<file path="src/core/dacl_pkg.sv">
/*
  package for the double-buffered converter latch controller: pin enable codes,
  write modes, sequencer states and bus-cycle timing counts.
  assumes a single 25 MHz clock; all times below are in nanoseconds.
*/
package dacl_pkg;

  // clock period in ns
  localparam int CLK_PERIOD_NS = 40;

  // write-cycle timing; plain defaults, adjust to the part's timing sheet
  localparam int SETUP_NS = 40;   // address/data stable before select falls
  localparam int STROBE_NS = 100; // select low width
  localparam int HOLD_NS = 40;    // address/data held after select rises

  // least times round up, never below one cycle
  function automatic logic [7:0] ns_to_cycles(input int ns);
    int c;
    c = (ns + CLK_PERIOD_NS - 1) / CLK_PERIOD_NS;
    if (c < 1) begin
      c = 1;
    end
    return c[7:0];
  endfunction

  localparam logic [7:0] SETUP_CYC = ns_to_cycles(SETUP_NS);
  localparam logic [7:0] STROBE_CYC = ns_to_cycles(STROBE_NS);
  localparam logic [7:0] HOLD_CYC = ns_to_cycles(HOLD_NS);

  // data width and field positions of the code pins
  localparam int CODE_W = 12;
  localparam int TOP_BIT = 11;

  // enable mask bit positions (active high inside the controller)
  localparam int EN_LOW = 0;
  localparam int EN_MID = 1;
  localparam int EN_HIGH = 2;
  localparam int EN_XFER = 3;

  // enable masks per write step
  localparam logic [3:0] MASK_NONE = 4'h0;
  localparam logic [3:0] MASK_LOW = 4'h1;
  localparam logic [3:0] MASK_MID = 4'h2;
  localparam logic [3:0] MASK_HIGH = 4'h4;
  localparam logic [3:0] MASK_XFER = 4'h8;
  localparam logic [3:0] MASK_LOW_MID = 4'h3;
  localparam logic [3:0] MASK_FIRST = 4'h7;
  localparam logic [3:0] MASK_MID_HI_X = 4'hE;
  localparam logic [3:0] MASK_HI_X = 4'hC;
  localparam logic [3:0] MASK_ALL = 4'hF;

  // bus hookup being emulated
  typedef enum logic [1:0] {
    DACL_MODE_WIDE = 2'h0,   // 12/16-bit bus, one address
    DACL_MODE_LEFT8 = 2'h1,  // 8-bit bus, left-justified
    DACL_MODE_RIGHT8 = 2'h2, // 8-bit bus, right-justified
    DACL_MODE_NIBBLE = 2'h3  // 4-bit bus, three nibbles then transfer
  } dacl_mode_t;

  // sequencer states, gray along idle-setup-strobe-hold
  typedef enum logic [1:0] {
    DACL_IDLE = 2'h0,
    DACL_SETUP = 2'h1,
    DACL_STROBE = 2'h3,
    DACL_HOLD = 2'h2
  } dacl_state_t;

endpackage

</file>
<file path="src/core/dacl_timer.sv">
/*
  down-counter that times each phase of a latch write cycle.
  assumes the loader gives a count of at least one; o_expired rises after
  that many cycles in the phase, counting the load cycle.
*/
`timescale 1ns/1ps
`default_nettype none
module dacl_timer
  import dacl_pkg::*;
(
  // clock and reset
  input wire logic i_clk,
  input wire logic i_rst,
  // load
  input wire logic i_load,
  input wire logic [7:0] i_count,
  // status
  output logic o_expired
);

  logic [7:0] count;
  logic [7:0] next_count;

  // load count-1 so a phase lasts exactly i_count cycles
  always_comb begin
    next_count = count;
    if (i_load) begin
      next_count = (i_count == 8'h00) ? 8'h00 : i_count - 8'h01;
    end else if (count != 8'h00) begin
      next_count = count - 8'h01;
    end
  end

  always_ff @(posedge i_clk) begin
    if (i_rst) begin
      count <= 8'h00;
    end else begin
      count <= next_count;
    end
  end

  // plain decode of the count: the sequencer reloads on expiry in the same
  // cycle, so gating with i_load here would close a combinational loop
  assign o_expired = (count == 8'h00);

endmodule
`default_nettype wire

</file>
<file path="src/core/dacl_ctrl.sv">
/*
  host controller that drives the pins of a double-buffered 12-bit converter
  latch: active-low select, four active-low latch enables and 12 code pins.
  assumes the converter's latches are level-sensitive and pins are wired
  straight across; one user request writes one 12-bit code.
*/
`timescale 1ns/1ps
`default_nettype none
module dacl_ctrl
  import dacl_pkg::*;
(
  // clock and reset
  input wire logic i_clk,
  input wire logic i_rst,
  // user request
  input wire logic i_req,
  input wire logic [11:0] i_code,
  input wire logic [1:0] i_mode,
  input wire logic i_twos,
  input wire logic i_double,
  // user status
  output logic o_busy,
  output logic o_done,
  // converter pins
  output logic o_select_n,
  output logic o_low_nibble_enable_n,
  output logic o_mid_nibble_enable_n,
  output logic o_high_nibble_enable_n,
  output logic o_transfer_enable_n,
  output logic [11:0] o_code_in
);

  // enable mask for write step idx of a mode; MASK_NONE ends the sequence
  // three nibble latches of the first rank, with the second rank opened in the last step
  function automatic logic [3:0] step_mask(input logic [1:0] mode, input logic dbl, input logic [1:0] idx);
    logic [3:0] m;
    m = MASK_NONE;
    case (mode)
      DACL_MODE_WIDE: begin
        if (dbl) begin
          // first rank, then a separate transfer keeps the output glitch-free
          m = (idx == 2'h0) ? MASK_FIRST : ((idx == 2'h1) ? MASK_XFER : MASK_NONE);
        end else begin
          m = (idx == 2'h0) ? MASK_ALL : MASK_NONE;
        end
      end
      DACL_MODE_LEFT8: begin
        m = (idx == 2'h0) ? MASK_LOW : ((idx == 2'h1) ? MASK_MID_HI_X : MASK_NONE);
      end
      DACL_MODE_RIGHT8: begin
        m = (idx == 2'h0) ? MASK_LOW_MID : ((idx == 2'h1) ? MASK_HI_X : MASK_NONE);
      end
      DACL_MODE_NIBBLE: begin
        case (idx)
          2'h0: m = MASK_LOW;
          2'h1: m = MASK_MID;
          2'h2: m = MASK_HIGH;
          default: m = MASK_XFER;
        endcase
      end
      default: m = MASK_NONE;
    endcase
    return m;
  endfunction

  // bytes of an 8-bit bus: only the lanes of the current byte carry code bits
  function automatic logic [11:0] lane_data(input logic [1:0] mode, input logic [11:0] code, input logic [3:0] mask);
    logic [11:0] d;
    d = code;
    if (mode == DACL_MODE_LEFT8 || mode == DACL_MODE_RIGHT8) begin
      d = 12'h000;
      if (mask[EN_LOW]) begin
        d[3:0] = code[3:0];
      end
      if (mask[EN_MID]) begin
        d[7:4] = code[7:4];
      end
      if (mask[EN_HIGH]) begin
        d[11:8] = code[11:8];
      end
    end
    return d;
  endfunction

  dacl_state_t state;
  dacl_state_t next_state;
  logic [1:0] step;
  logic [1:0] next_step;
  logic [11:0] code;
  logic [11:0] next_code;
  logic [1:0] mode;
  logic [1:0] next_mode;
  logic dbl;
  logic next_dbl;
  logic [3:0] en;
  logic [3:0] next_en;
  logic sel;
  logic next_sel;
  logic [11:0] pins;
  logic [11:0] next_pins;
  logic busy;
  logic next_busy;
  logic done;
  logic next_done;
  logic pin_sel_n;
  logic next_pin_sel_n;
  logic [3:0] pin_en_n;
  logic [3:0] next_pin_en_n;
  logic tmr_load;
  logic [7:0] tmr_count;
  logic tmr_expired;
  logic [3:0] mask_next;

  dacl_timer u_timer (
    .i_clk(i_clk),
    .i_rst(i_rst),
    .i_load(tmr_load),
    .i_count(tmr_count),
    .o_expired(tmr_expired)
  );

  assign mask_next = step_mask(mode, dbl, step + 2'h1);

  // sequencer: enables and data change only while select is high, so no
  // latch sees a half-changed address; select low opens the chosen latches
  always_comb begin
    next_state = state;
    next_step = step;
    next_code = code;
    next_mode = mode;
    next_dbl = dbl;
    next_en = en;
    next_sel = sel;
    next_pins = pins;
    next_busy = busy;
    next_done = 1'b0;
    tmr_load = 1'b0;
    tmr_count = SETUP_CYC;
    case (state)
      DACL_IDLE: begin
        if (i_req) begin
          // two's complement callers get the top bit flipped to offset binary
          next_code = {i_code[TOP_BIT] ^ i_twos, i_code[TOP_BIT-1:0]};
          next_mode = i_mode;
          next_dbl = i_double;
          next_step = 2'h0;
          next_en = step_mask(i_mode, i_double, 2'h0);
          next_pins = lane_data(i_mode, next_code, next_en);
          next_busy = 1'b1;
          tmr_load = 1'b1;
          tmr_count = SETUP_CYC;
          next_state = DACL_SETUP;
        end
      end
      DACL_SETUP: begin
        if (tmr_expired) begin
          next_sel = 1'b1;
          tmr_load = 1'b1;
          tmr_count = STROBE_CYC;
          next_state = DACL_STROBE;
        end
      end
      DACL_STROBE: begin
        if (tmr_expired) begin
          // rising select closes the open latches on the held data
          next_sel = 1'b0;
          tmr_load = 1'b1;
          tmr_count = HOLD_CYC;
          next_state = DACL_HOLD;
        end
      end
      DACL_HOLD: begin
        if (tmr_expired) begin
          if (step != 2'h3 && mask_next != MASK_NONE) begin
            // next nibble or the transfer step, sequenced low to high
            next_step = step + 2'h1;
            next_en = mask_next;
            next_pins = lane_data(mode, code, mask_next);
            tmr_load = 1'b1;
            tmr_count = SETUP_CYC;
            next_state = DACL_SETUP;
          end else begin
            // park with every enable released and data low, like grounded pins
            next_en = MASK_NONE;
            next_pins = 12'h000;
            next_busy = 1'b0;
            next_done = 1'b1;
            next_state = DACL_IDLE;
          end
        end
      end
      default: begin
        next_sel = 1'b0;
        next_en = MASK_NONE;
        next_busy = 1'b0;
        next_state = DACL_IDLE;
      end
    endcase
    // active-low pin images, registered so every pin leaves a flop
    next_pin_sel_n = ~next_sel;
    next_pin_en_n = ~next_en;
  end

  always_ff @(posedge i_clk) begin
    if (i_rst) begin
      state <= DACL_IDLE;
      step <= 2'h0;
      code <= 12'h000;
      mode <= DACL_MODE_WIDE;
      dbl <= 1'b0;
      en <= MASK_NONE;
      sel <= 1'b0;
      pins <= 12'h000;
      busy <= 1'b0;
      done <= 1'b0;
      pin_sel_n <= 1'b1;
      pin_en_n <= 4'hF;
    end else begin
      state <= next_state;
      step <= next_step;
      code <= next_code;
      mode <= next_mode;
      dbl <= next_dbl;
      en <= next_en;
      sel <= next_sel;
      pins <= next_pins;
      busy <= next_busy;
      done <= next_done;
      pin_sel_n <= next_pin_sel_n;
      pin_en_n <= next_pin_en_n;
    end
  end

  // pins come straight from flops; held data stays on the pins
  // under select, since any change there would leak to the output
  assign o_select_n = pin_sel_n;
  assign o_low_nibble_enable_n = pin_en_n[EN_LOW];
  assign o_mid_nibble_enable_n = pin_en_n[EN_MID];
  assign o_high_nibble_enable_n = pin_en_n[EN_HIGH];
  assign o_transfer_enable_n = pin_en_n[EN_XFER];
  assign o_code_in = pins;
  assign o_busy = busy;
  assign o_done = done;

endmodule
`default_nettype wire

</file>
<file path="config.mk">
export PLATFORM = sky130hd
export DESIGN_NAME = dacl_ctrl
export DESIGN_NICKNAME = d
export VERILOG_FILES = /design/src/core/dacl_pkg.sv /design/src/core/dacl_timer.sv /design/src/core/dacl_ctrl.sv
export SDC_FILE = /design/constraint.sdc
export NUM_CORES = 1
export LEC_CHECK = 0
export BUFFER_PORTS_ARGS = -buffer_cell sky130_fd_sc_hd__buf_2
export CORE_MARGIN = 1.5
export CORE_UTILIZATION = 35
export CTS_BUF_LIST = sky130_fd_sc_hd__clkbuf_4
export CTS_CLUSTER_SIZE = 30
export DETAILED_ROUTE_END_ITERATION = 8
export PLACE_DENSITY_LB_ADDON = 0.08
export SYNTH_ARGS = -nofsm -noshare
export SYNTH_HDL_FRONTEND = slang
export SYNTH_SLANG_ARGS = --single-unit
</file>
<file path="constraint.sdc">
create_clock -name i_clk -period 2.55 [get_ports i_clk]
set_input_delay 0.255 -clock i_clk [delete_from_list [all_inputs] [get_ports i_clk]]
set_output_delay 0.255 -clock i_clk [all_outputs]
set_load 0.005 [all_outputs]
</file>
-- After elaboration in Yosys (flattened, before gate mapping)
Index checks and enable logic that the tools add are counted.
- shifts and indexed selects: 0
- $mul: 0
- reductions and logical operators: 22
- div/mod/pow operators: 0
- equality and inequality tests: 18
- multiplexer cells: 58
- bitwise operators: 5
- order comparisons: 0
- add/subtract/negate cells: 3
- operators with widths (kind ; count):
    4-bit 2-to-1 mux ; 20
    12-bit 2-to-1 mux ; 5
    8-bit 2-to-1 mux ; 3
    12-bit case mux with 2 select lines ; 1
    4-bit case mux with 3 select lines ; 2
    8-bit zero test ; 2
    2-bit 2-to-1 mux ; 8
    4-bit case mux with 4 select lines ; 1
    8-bit case mux with 2 select lines ; 1
    8-bit by 1-bit subtractor with 8-bit output (second input constant) ; 2
    2-bit == test (second input constant) ; 7
    2-bit inequality test (second input constant) ; 7
    4-bit AND reduction ; 3
    1-bit 2-to-1 mux ; 11
    2-bit by 1-bit == test with 1-bit output (second input constant) ; 4
    2-bit zero test ; 4
    2-bit case mux with 4 select lines ; 1
    4-bit case mux with 2 select lines ; 1
    8-bit nonzero test ; 1
    3-bit OR reduction ; 2
    4-bit NOT ; 1
    1-bit case mux with 2 select lines ; 2
    2-bit case mux with 2 select lines ; 1
    2-bit nonzero test ; 2
    10 further kinds ; 14
- latch bits: 0
- register bits after elaboration: 51
- memories: 0
- bits in writable memories: 0
- bits in read-only memories: 0
- output and inout bits: 19
- bits of input ports: 19

-- Depth between registers and ports, before layout
Gate-level depths: netlist (run 1).
- depth in word-level cells: 12
- depth in mapped cells: 8
- depth with buffers taken out: 7

-- By module
A second synthesis (run 1) with hierarchy kept.
- cell total of the unflattened synthesis: 335
- area total of the unflattened synthesis: 2728.9 sq um
- by module, submodules not included (module ; area an instance (sq um) ; cells an instance ; times used):
    dacl_ctrl ; 2127.0 ; 263 ; 1
    dacl_timer ; 601.8 ; 72 ; 1

-- Worst setup path after synthesis (run 1)
No wires, ideal clock.
- path kind: register to register
- start point: register mode[0]
- end point: register pins[10] (netlist: o_code_in[10])
- slack: 0.501 ns
- data required time: 2.413 ns
- cell stages (with the launch flop): 9
- period minus slack after synthesis: 2.049 ns
- data arrival time: 1.911 ns
- cells stage by stage: dfxtp_1 > inv_1 > ha_1 > o21ai_0 > a21oi_1 > o41a_1 > buf_2 > a32oi_1 > a211oi_1
- longest elaborated chain between the ends: 7
- elaborated cells on any way between the ends: 13
- those cells by class: 3 x eq/ne; 6 x mux; 4 x reduce/logical
- RTL lines (element ; RTL line ; source):
    from (decl) ; dacl_ctrl.sv:91 ; logic [1:0] mode;
    from (signal assigned) ; dacl_ctrl.sv:222 ; mode <= next_mode;
    2-bit == test, or another cell as far along ; dacl_ctrl.sv:38 ; case (mode)
    4-bit case mux with 4 select lines ; dacl_ctrl.sv:38 ;
    4-bit 2-to-1 mux or 4-bit nonzero test (tied branches) ; dacl_ctrl.sv:78, dacl_ctrl.sv:174 ;
    12-bit 2-to-1 mux or 1-bit logical AND (tied branches) ; dacl_ctrl.sv:70, dacl_ctrl.sv:174 ;
    12-bit 2-to-1 mux (*) ; dacl_ctrl.sv:174 ; if (step != 2'h3 && mask_next != MASK_NONE) begin
    12-bit 2-to-1 mux (*) ; dacl_ctrl.sv:173 ; if (tmr_expired) begin
    12-bit case mux with 2 select lines (*) ; dacl_ctrl.sv:139 ; case (state)
    to (signal assigned) ; dacl_ctrl.sv:226 ; pins <= next_pins;
    to (decl) ; dacl_ctrl.sv:99 ; logic [11:0] pins;
Mark *: on every way between the ends. The rest lies on a longest branch, timed or not. The select of a mux whose other input is x is not followed.
A chain may end at the register's enable or synchronous reset.

-- Final worst setup path (run 1)
Same ends and word-level chain as after synthesis.

==> results_dict.tcl, run 1 <==
set metrics [dict create \
    yosys_warnings 0 \
    fill_cells 695 \
    worstReg2RegStart "mode[0]" \
    path_max_fanout 12 \
    syn_area_per_cell_um2 8.42 \
    fmax_ghz 0.429 \
    hold_ws_ns 0.108 \
    power.total_w 0.00281 \
    port_buffers 37 \
    track_usage_pct 15.8 \
    netlist.area_leader.share_pct 41.7 \
    fin_ws_ns 0.220 \
    hold_viol 0 \
    dr.pass1.iters 4 \
    setup-tns-final_ns 0 \
    critPathArrivalTime_ns 2.59 \
    worst_pin_slew_ns 0.611 \
    final.period_utilization_pct 91.4 \
    crit_path_end_kind "flop" \
    synth_edf_count 0 \
    outcome "finished clean" \
    n_antenna_cell 0 \
    ant_nets 0 \
    critPathLaunchType "flop" \
    routed_wirelength_um 5680 \
    setup_viol 0 \
    p_per_area_mw_per_mm2 988 \
    io_pins 38 \
    drive_gt1_share_pct 20.8 \
    die_y_um 86.7 \
    ys_seq_area_share_pct 41.7 \
    peakVddDrop_mv 0.278 \
    grt_pass1_vias 1948 \
    multi_input_area_mm2 0.00133 \
    worstHoldStart "i_code[3]" \
    synth_fp_nets 323 \
    cp-startpoint "mode[0]" \
    cap_violations 0 \
    cts.clk_slew.worst_paths_ns 0.16 \
    critPathRequiredTime_ns 2.81 \
    dp_slack_ns 0.234 \
    antenna_found_initial 0 \
    yosys_register_bits 51 \
    clock_latency_ns 0.37 \
    yosysMostFrequentCell "dfxtp_1" \
    synthTopCellsByArea "dfxtp_1 42%, ha_1 6.6%, nand2_1 6.0%" \
    initial_core_util_pct 36.1 \
    vias 2095 \
    synthFlopType "dfxtp_1" \
    die_w_um 86.7 \
    root_buffer "clkbuf_4" \
    syn_area_mm2 0.00245 \
    post_cts_buffers 0 \
    rsz0062_at_grt "false" \
    critical_path_class "flop to flop" \
    grt_max_degree 33 \
    core_area_mm2 0.00679 \
    ys_top_cells_by_count "51 x dfxtp_1, 39 x nand2_1, 29 x a21oi_1" \
    viasPerCell 4.95 \
    grt_pass1_wl_um 9340 \
    hold_path_class "input port to flop" \
    dp_hpwl_um 4060 \
    final-seq-area_mm2 0.00102 \
    p_leak_nw 1.16 \
    htreeDepth 2 \
    synthArstFlopShare_pct 0 \
    ys_types 48 \
    wl_per_cell_um 13.4 \
    place.gp.congestion 0.757 \
    cts_made_buffers 5 \
    final_nets 358 \
    cts_sinks 51 \
    clockBufferDepth 2 \
    tritoncts "built" \
    drv_slew 0 \
    rows 30 \
    area_growth_pct 16.1 \
    dieArea_mm2 0.00751 \
    hold_buffers 0 \
    drtIter0Drc 80 \
    slew_headroom_pct 59.1 \
    overflow 0 \
    synth_top_cell_by_area "dfxtp_1" \
    clock_skew_ns 0.0118 \
    drc_errors 0 \
    utilization_pct 41.9 \
    syn_inst 291 \
    min_period_ns 2.33 \
]
cell usage in the layout (no fill, tap or decap), types with 2 or more instances in the layout:
cell / n
dfxtp_1: 51
nand2_1: 39
buf_2: 37
a21oi_1: 29
nor2_1: 26
ha_1: 13
inv_1: 11
nand3_1: 11
a32oi_1: 9
a211oi_1: 8
buf_4: 8
nand2b_1: 7
o21ai_0: 7
nor3_1: 7
a311oi_1: 6
nor2b_1: 5
clkbuf_4: 5
or3_1: 4
a21o_1: 4
o31ai_1: 3
mux2i_1: 2
a21boi_0: 2
or4_1: 2
or2_2: 2
xor2_1: 2
cell families after synthesis:
family	synth area share, %
adder cells (fa/ha/maj)	6.64
multiplexers	1.28
XOR/XNOR	1.07
buffers and inverters	4.54
AO/OA/AOI/OAI	21.2
flip-flops	41.7
AND/OR/NAND/NOR	23.6
sequential cells by signal, indices dropped and copies added (netlist names), named ones only:
name           flops
mode               2
dbl                1
code              12
o_done             1
step               2
pin_en_n           4
o_busy             1
o_code_in         12
o_select_n         1
en                 1
state              2
u_timer.count      8
sel                1
final timing paths:
path              depth (start not counted)             to  slack [ns]
hold / removal                            3        code[3]        0.11
hold reg to reg                           2        code[1]        0.47
setup / recovery                          7  o_code_in[10]        0.22
setup reg to reg                          7  o_code_in[10]        0.22
power breakdown:
| group | internal, W | switching, W |
|---|---|---|
| Clock | 0.000210 | 0.000281 |
| Combinational | 0.000514 | 0.000706 |
| Sequential | 0.000989 | 0.000113 |
repair_timing:
| item | CTS | global route |
|---|---|---|
| endpoints found under the hold margin | 0 | 0 |
| endpoints found under the setup margin | 0 | 6 |
| gates resized for setup | 0 | 2 |
metal layers:
layer  wire length (um)  track usage, %
met5                  0               0
met4                 38            4.40
met3                187            3.52
met2               2680            24.9
met1               2780            21.8
through the flow:
stage	cell area, um^2	std cells
finish	2850	423
global route	2850	423
CTS	2840	423
detailed placement	2750	415
global placement	2750	415
floorplan	2450	291
layout make-up:
type                       instances  share of cell area, %
tap                               96                   4.22
clock inverter                     3                   1.63
multi-input combinational        212                   46.9
sequential                        51                   35.9
clock buffer                       5                   1.32
inverter                          11                   1.45
timing repair buffer              45                   8.62
critical path, stage by stage, from the launching register on:
cell	delay, ns
dfxtp_1	0.41
inv_1	0.08
ha_1	0.22
o21ai_0	0.29
a21oi_1	0.22
o41a_2	0.66
a32oi_1	0.24
a211oi_1	0.09
Note: power is estimated with default switching activity, not from simulation.
==> inputs of run 2 (changes only) <==
--- a/config.mk
+++ b/config.mk
@@ -7,7 +7,7 @@
 export LEC_CHECK = 0
 export BUFFER_PORTS_ARGS = -buffer_cell sky130_fd_sc_hd__buf_2
 export CORE_MARGIN = 1.5
-export CORE_UTILIZATION = 35
+export CORE_UTILIZATION = 58
 export CTS_BUF_LIST = sky130_fd_sc_hd__clkbuf_4
 export CTS_CLUSTER_SIZE = 30
 export DETAILED_ROUTE_END_ITERATION = 8
==> results_dict.tcl, run 2 (synthesized netlist as in run 1, its figures left out) <==
set metrics [dict create \
    ant_nets 0 \
    cts_made_buffers 5 \
    core_area_mm2 0.00403 \
    p_leak_nw 1.13 \
    antenna_found_initial 0 \
    setup-tns-final_ns 0 \
    drv_slew 0 \
    path_cells "inv_1, ha_1, o21ai_0, a21oi_1, o41a_1, a32oi_1, a211oi_1" \
    track_usage_pct 23.5 \
    hold_viol 0 \
    io_pins 38 \
    dr.pass1.iters 4 \
    die_w_um 68.0 \
    dp_hpwl_um 3660 \
    tritoncts "built" \
    stdcell_area_mm2 0.00274 \
    drtIter0Drc 136 \
    critical_path_class "flop to flop" \
    p_clk_share_pct 13.2 \
    rrSetupSlack_ns 0.20 \
    grt_max_degree 46 \
    min_period_ns 2.35 \
    p_per_area_mw_per_mm2 967 \
    min_path_cells 3 \
    grt_use_met2_pct 41.3 \
    dieArea_mm2 0.00462 \
    comb_power_share_pct 45.1 \
    critPathRequiredTime_ns 2.78 \
    n_antenna_cell 0 \
    cts.clk_slew.worst_paths_ns 0.14 \
    hold_end "code[8]" \
    switchingPower_w 0.00105 \
    grt_pass1_vias 1915 \
    final_nets 357 \
    cts_resized 0 \
    use_met3_pct 4.93 \
    routed_wirelength_um 5170 \
    drive_gt1_share_pct 19.6 \
    fin_ws_ns 0.204 \
    seqPwrFrac_pct 41.7 \
    clock_latency_ns 0.36 \
    vias 2128 \
    viasPerCell 5.66 \
    place.gp.congestion 0.817 \
    worst_path_max_delay_cell "o41a_1" \
    slowest_delay_ns 0.66 \
    die_y_um 68.0 \
    slew_headroom_pct 46.7 \
    worst_pin_slew_ns 0.799 \
    wl_per_cell_um 13.8 \
    dp_slack_ns 0.235 \
    reg2reg_depth 7 \
    fmax_ghz 0.426 \
    root_buffer "clkbuf_4" \
    fill_cells 363 \
    clock_skew_ns 0.00599 \
    crit_path_end_kind "flop" \
    hold_path_class "input port to flop" \
    path_max_fanout 12 \
    cts_sinks 51 \
    p_int_w 0.00160 \
    final_common_cell "dfxtp_1" \
    final.period_utilization_pct 92.0 \
    gr-usage-met1_pct 29.0 \
    final_cell_mix "51 x dfxtp_1, 39 x nand2_1, 37 x buf_2, 29 x a21oi_1, 26 x nor2_1" \
    setup_viol 0 \
    port_buffers 37 \
    htreeDepth 2 \
    grt_pass1_wl_um 8290 \
    rsz0062_at_grt "false" \
    drc_errors 0 \
    top_usage_layer "met2" \
    initial_core_util_pct 60.8 \
    worstHoldStart "i_code[8]" \
    rows 23 \
    peakVddDrop_mv 0.444 \
    place_area_mm2 0.00269 \
    worst_r2r_endpoint "o_code_in[8]" \
    power_switching_share_pct 39.7 \
    outcome "finished clean" \
    hold_buffers 0 \
    area_growth_pct 11.7 \
    critPathArrivalTime_ns 2.57 \
    critPathLaunchType "flop" \
    cap_violations 0 \
    overflow 0 \
    post_cts_buffers 0 \
    power.total_w 0.00265 \
    clockBufferDepth 2 \
    worstReg2RegStart "mode[0]" \
]
-- run 2: changes by cell type in the layout (fill, tap and decap cells not counted) --
cell	before	now
buf_4	8	7
bufinv_16	1	0
clkinv_1	0	2
inv_6	1	0
nor4_2	0	1
nor4_4	1	0
o41a_1	0	1
o41a_2	1	0
-- run 2: worst max path at each step --
| stage | from | cells past startpoint | slack, ns | to |
|---|---|---|---|---|
| after floorplan | mode[0] | 8 | 0.50 | o_code_in[10] |
| after global placement | mode[0] | 7 | 0.30 | o_code_in[2] |
| after detailed placement | mode[0] | 7 | 0.23 | o_code_in[10] |
| after CTS | mode[0] | 7 | 0.22 | o_code_in[10] |
| after global routing | mode[0] | 7 | 0.02 | o_code_in[3] |
| final | mode[0] | 7 | 0.20 | o_code_in[8] |
-- run 2: power groups by stage --
stage,registers [W],logic (W),clock network [W]
after floorplan,0.00112,0.000864,0
after global placement,0.00112,0.00117,0
after detailed placement,0.00112,0.00119,0
after CTS,0.00111,0.00119,0.000366
after global routing,0.00113,0.00135,0.000393
final,0.00110,0.00120,0.000348
-- run 2: critical path: cells and delay by family (launching register included) --
family,cells,cell delay (ns)
adders and majority gates,1,0.22
DFF,1,0.40
AOI/OAI and AO/OA,5,1.51
buffers and inverters,1,0.08
-- run 2: per-layer routing --
metal  routed length (um)  up-vias
li1                     -     1092
met1                 2420      985
met2                 2500       49
met3                  241        2
met4                    9        0
met5                    0        -
-- run 2: through the flow --
stage	hold slack [ns]	utilization, %	cells
2_1_floorplan	0.391	-	291
3_3_place_gp	0.442	66.7	368
3_5_place_dp	0.448	66.7	368
4_1_cts	0.111	68.0	376
5_1_grt	0.102	68.0	376
6_report	0.124	68.0	376
-- run 2: layout make-up --
class	instances	area (um^2)	area share, %
repair buffers	44	238	8.68
clock inverters	3	15.0	0.548
inverters	11	41.3	1.51
flip-flops and latches	51	1020	37.3
multi-input cells	212	1320	48.3
clock buffers	5	37.5	1.37
well taps	50	62.6	2.28
==> inputs of run 3 (changes only) <==
--- a/config.mk
+++ b/config.mk
@@ -7,7 +7,7 @@
 export LEC_CHECK = 0
 export BUFFER_PORTS_ARGS = -buffer_cell sky130_fd_sc_hd__buf_2
 export CORE_MARGIN = 1.5
-export CORE_UTILIZATION = 58
+export CORE_UTILIZATION = 50
 export CTS_BUF_LIST = sky130_fd_sc_hd__clkbuf_4
 export CTS_CLUSTER_SIZE = 30
 export DETAILED_ROUTE_END_ITERATION = 8
==> results_dict.tcl, run 3 (synthesized netlist as in run 1, its figures left out) <==
set metrics [dict create \
    path_max_fanout 12 \
    port_buffers 37 \
    drc_errors 0 \
    rows 25 \
    antenna_found_initial 0 \
    final_nets 354 \
    critPathArrivalTime_ns 2.47 \
    p_leak_nw 1.13 \
    post_cts_buffers 0 \
    slowest_delay_ns 0.63 \
    core_area_mm2 0.00472 \
    tritoncts "built" \
    n_antenna_cell 0 \
    slew_headroom_pct 48.1 \
    vias 2101 \
    viasPerCell 5.39 \
    grt_pass1_wl_um 8600 \
    path_cells "inv_1, ha_1, o21ai_0, o21ai_1, o41a_2, a32oi_1, a211oi_1" \
    peakVddDrop_mv 0.396 \
    p_per_area_mw_per_mm2 959 \
    clock_latency_ns 0.37 \
    min_period_ns 2.23 \
    drv_slew 0 \
    die_y_um 73.0 \
    drtIter0Drc 119 \
    die_w_um 73.0 \
    setup-tns-final_ns 0 \
    fin_cells 390 \
    wl_per_cell_um 13.2 \
    crit_path_end_kind "flop" \
    track_usage_pct 20.5 \
    critPathLaunchType "flop" \
    outcome "finished clean" \
    place.gp.congestion 0.820 \
    final_cell_mix "51 x dfxtp_1, 39 x nand2_1, 37 x buf_2, 29 x a21oi_1, 26 x nor2_1" \
    cap_violations 0 \
    clockBufferDepth 2 \
    root_buffer "clkbuf_4" \
    rsz0062_at_grt "false" \
    hold_path_class "input port to flop" \
    cts_made_buffers 5 \
    initial_core_util_pct 51.9 \
    worst_path_max_delay_cell "o41a_2" \
    area_growth_pct 11.9 \
    io_pins 38 \
    cts.clk_slew.worst_paths_ns 0.15 \
    critical_path_class "flop to flop" \
    grt_max_degree 46 \
    htreeDepth 2 \
    final.period_utilization_pct 87.4 \
    grt_pass1_vias 1835 \
    dp.cells 382 \
    final_common_cell "dfxtp_1" \
    dr.pass1.iters 4 \
    hold_buffers 0 \
    worst_pin_slew_ns 0.778 \
    fmax_ghz 0.449 \
    routed_wirelength_um 5160 \
    overflow 0 \
    hold_viol 0 \
    clock_skew_ns 0.00907 \
    critPathRequiredTime_ns 2.80 \
    cts_sinks 51 \
    dieArea_mm2 0.00533 \
    setup_viol 0 \
    dp_hpwl_um 3620 \
    drive_gt1_share_pct 19.8 \
    ant_nets 0 \
]
run 3: cell count changes in the layout (fill, tap and decap cells not counted), sizes merged:
cell | before | now
buf | 44 | 41
clkinvlp | 1 | 0
inv | 11 | 12
run 3: area by class of cell:
class	instances	area, um^2
Fill cell	449	1980
Multi-Input combinational cell	212	1330
Sequential cell	51	1020
Timing Repair Buffer	41	215
Tap cell	67	83.8
Inverter	11	41.3
Clock buffer	5	37.5
Clock inverter	3	18.8
run 3: final timing paths:
check,from,to,slack (ns),depth (start not counted)
worst min-delay path,i_code[8],code[8],0.11,3
worst max register to register,mode[0],o_code_in[2],0.32,7
worst min register to register,code[8],code[8],0.47,2
worst max-delay path,mode[0],o_code_in[2],0.32,7
run 3: critical path: cells and delay by family (launching register included):
kind	cells	cell delay, ns
adders and majority gates	1	0.28
buffers and inverters	1	0.08
DFF	1	0.40
AOI/OAI and AO/OA	5	1.35
run 3: report_power, final:
group	switching, W	internal [W]	total, W
registers	0.000143	0.000989	0.00113
logic	0.000653	0.000473	0.00113
clock network	0.000263	0.000109	0.000372
run 3: layer usage:
layer / global-route usage [%] / wire length, um
met1: 28.6 / 2620
met2: 31.5 / 2310
met3: 4.14 / 148
met4: 7.34 / 85
met5: 0 / 0
run 3: repair_timing:
action / CTS / global route
gates resized for setup: 0 / 2
setup endpoints to repair: 0 / 7
endpoints found under the hold margin: 0 / 0
run 3: stage by stage:
step | utilization (%) | setup slack (ns) | power [W] | hold slack [ns] | area, um^2
after floorplan | - | 0.501 | 0.00198 | 0.391 | 2450
after global placement | 56.8 | 0.268 | 0.00226 | 0.444 | 2690
after detailed placement | 56.8 | 0.231 | 0.00228 | 0.448 | 2690
after CTS | 58.0 | 0.202 | 0.00265 | 0.0945 | 2740
after global routing | 58.1 | 0.137 | 0.00285 | 0.103 | 2740
final | 58.1 | 0.322 | 0.00263 | 0.109 | 2740
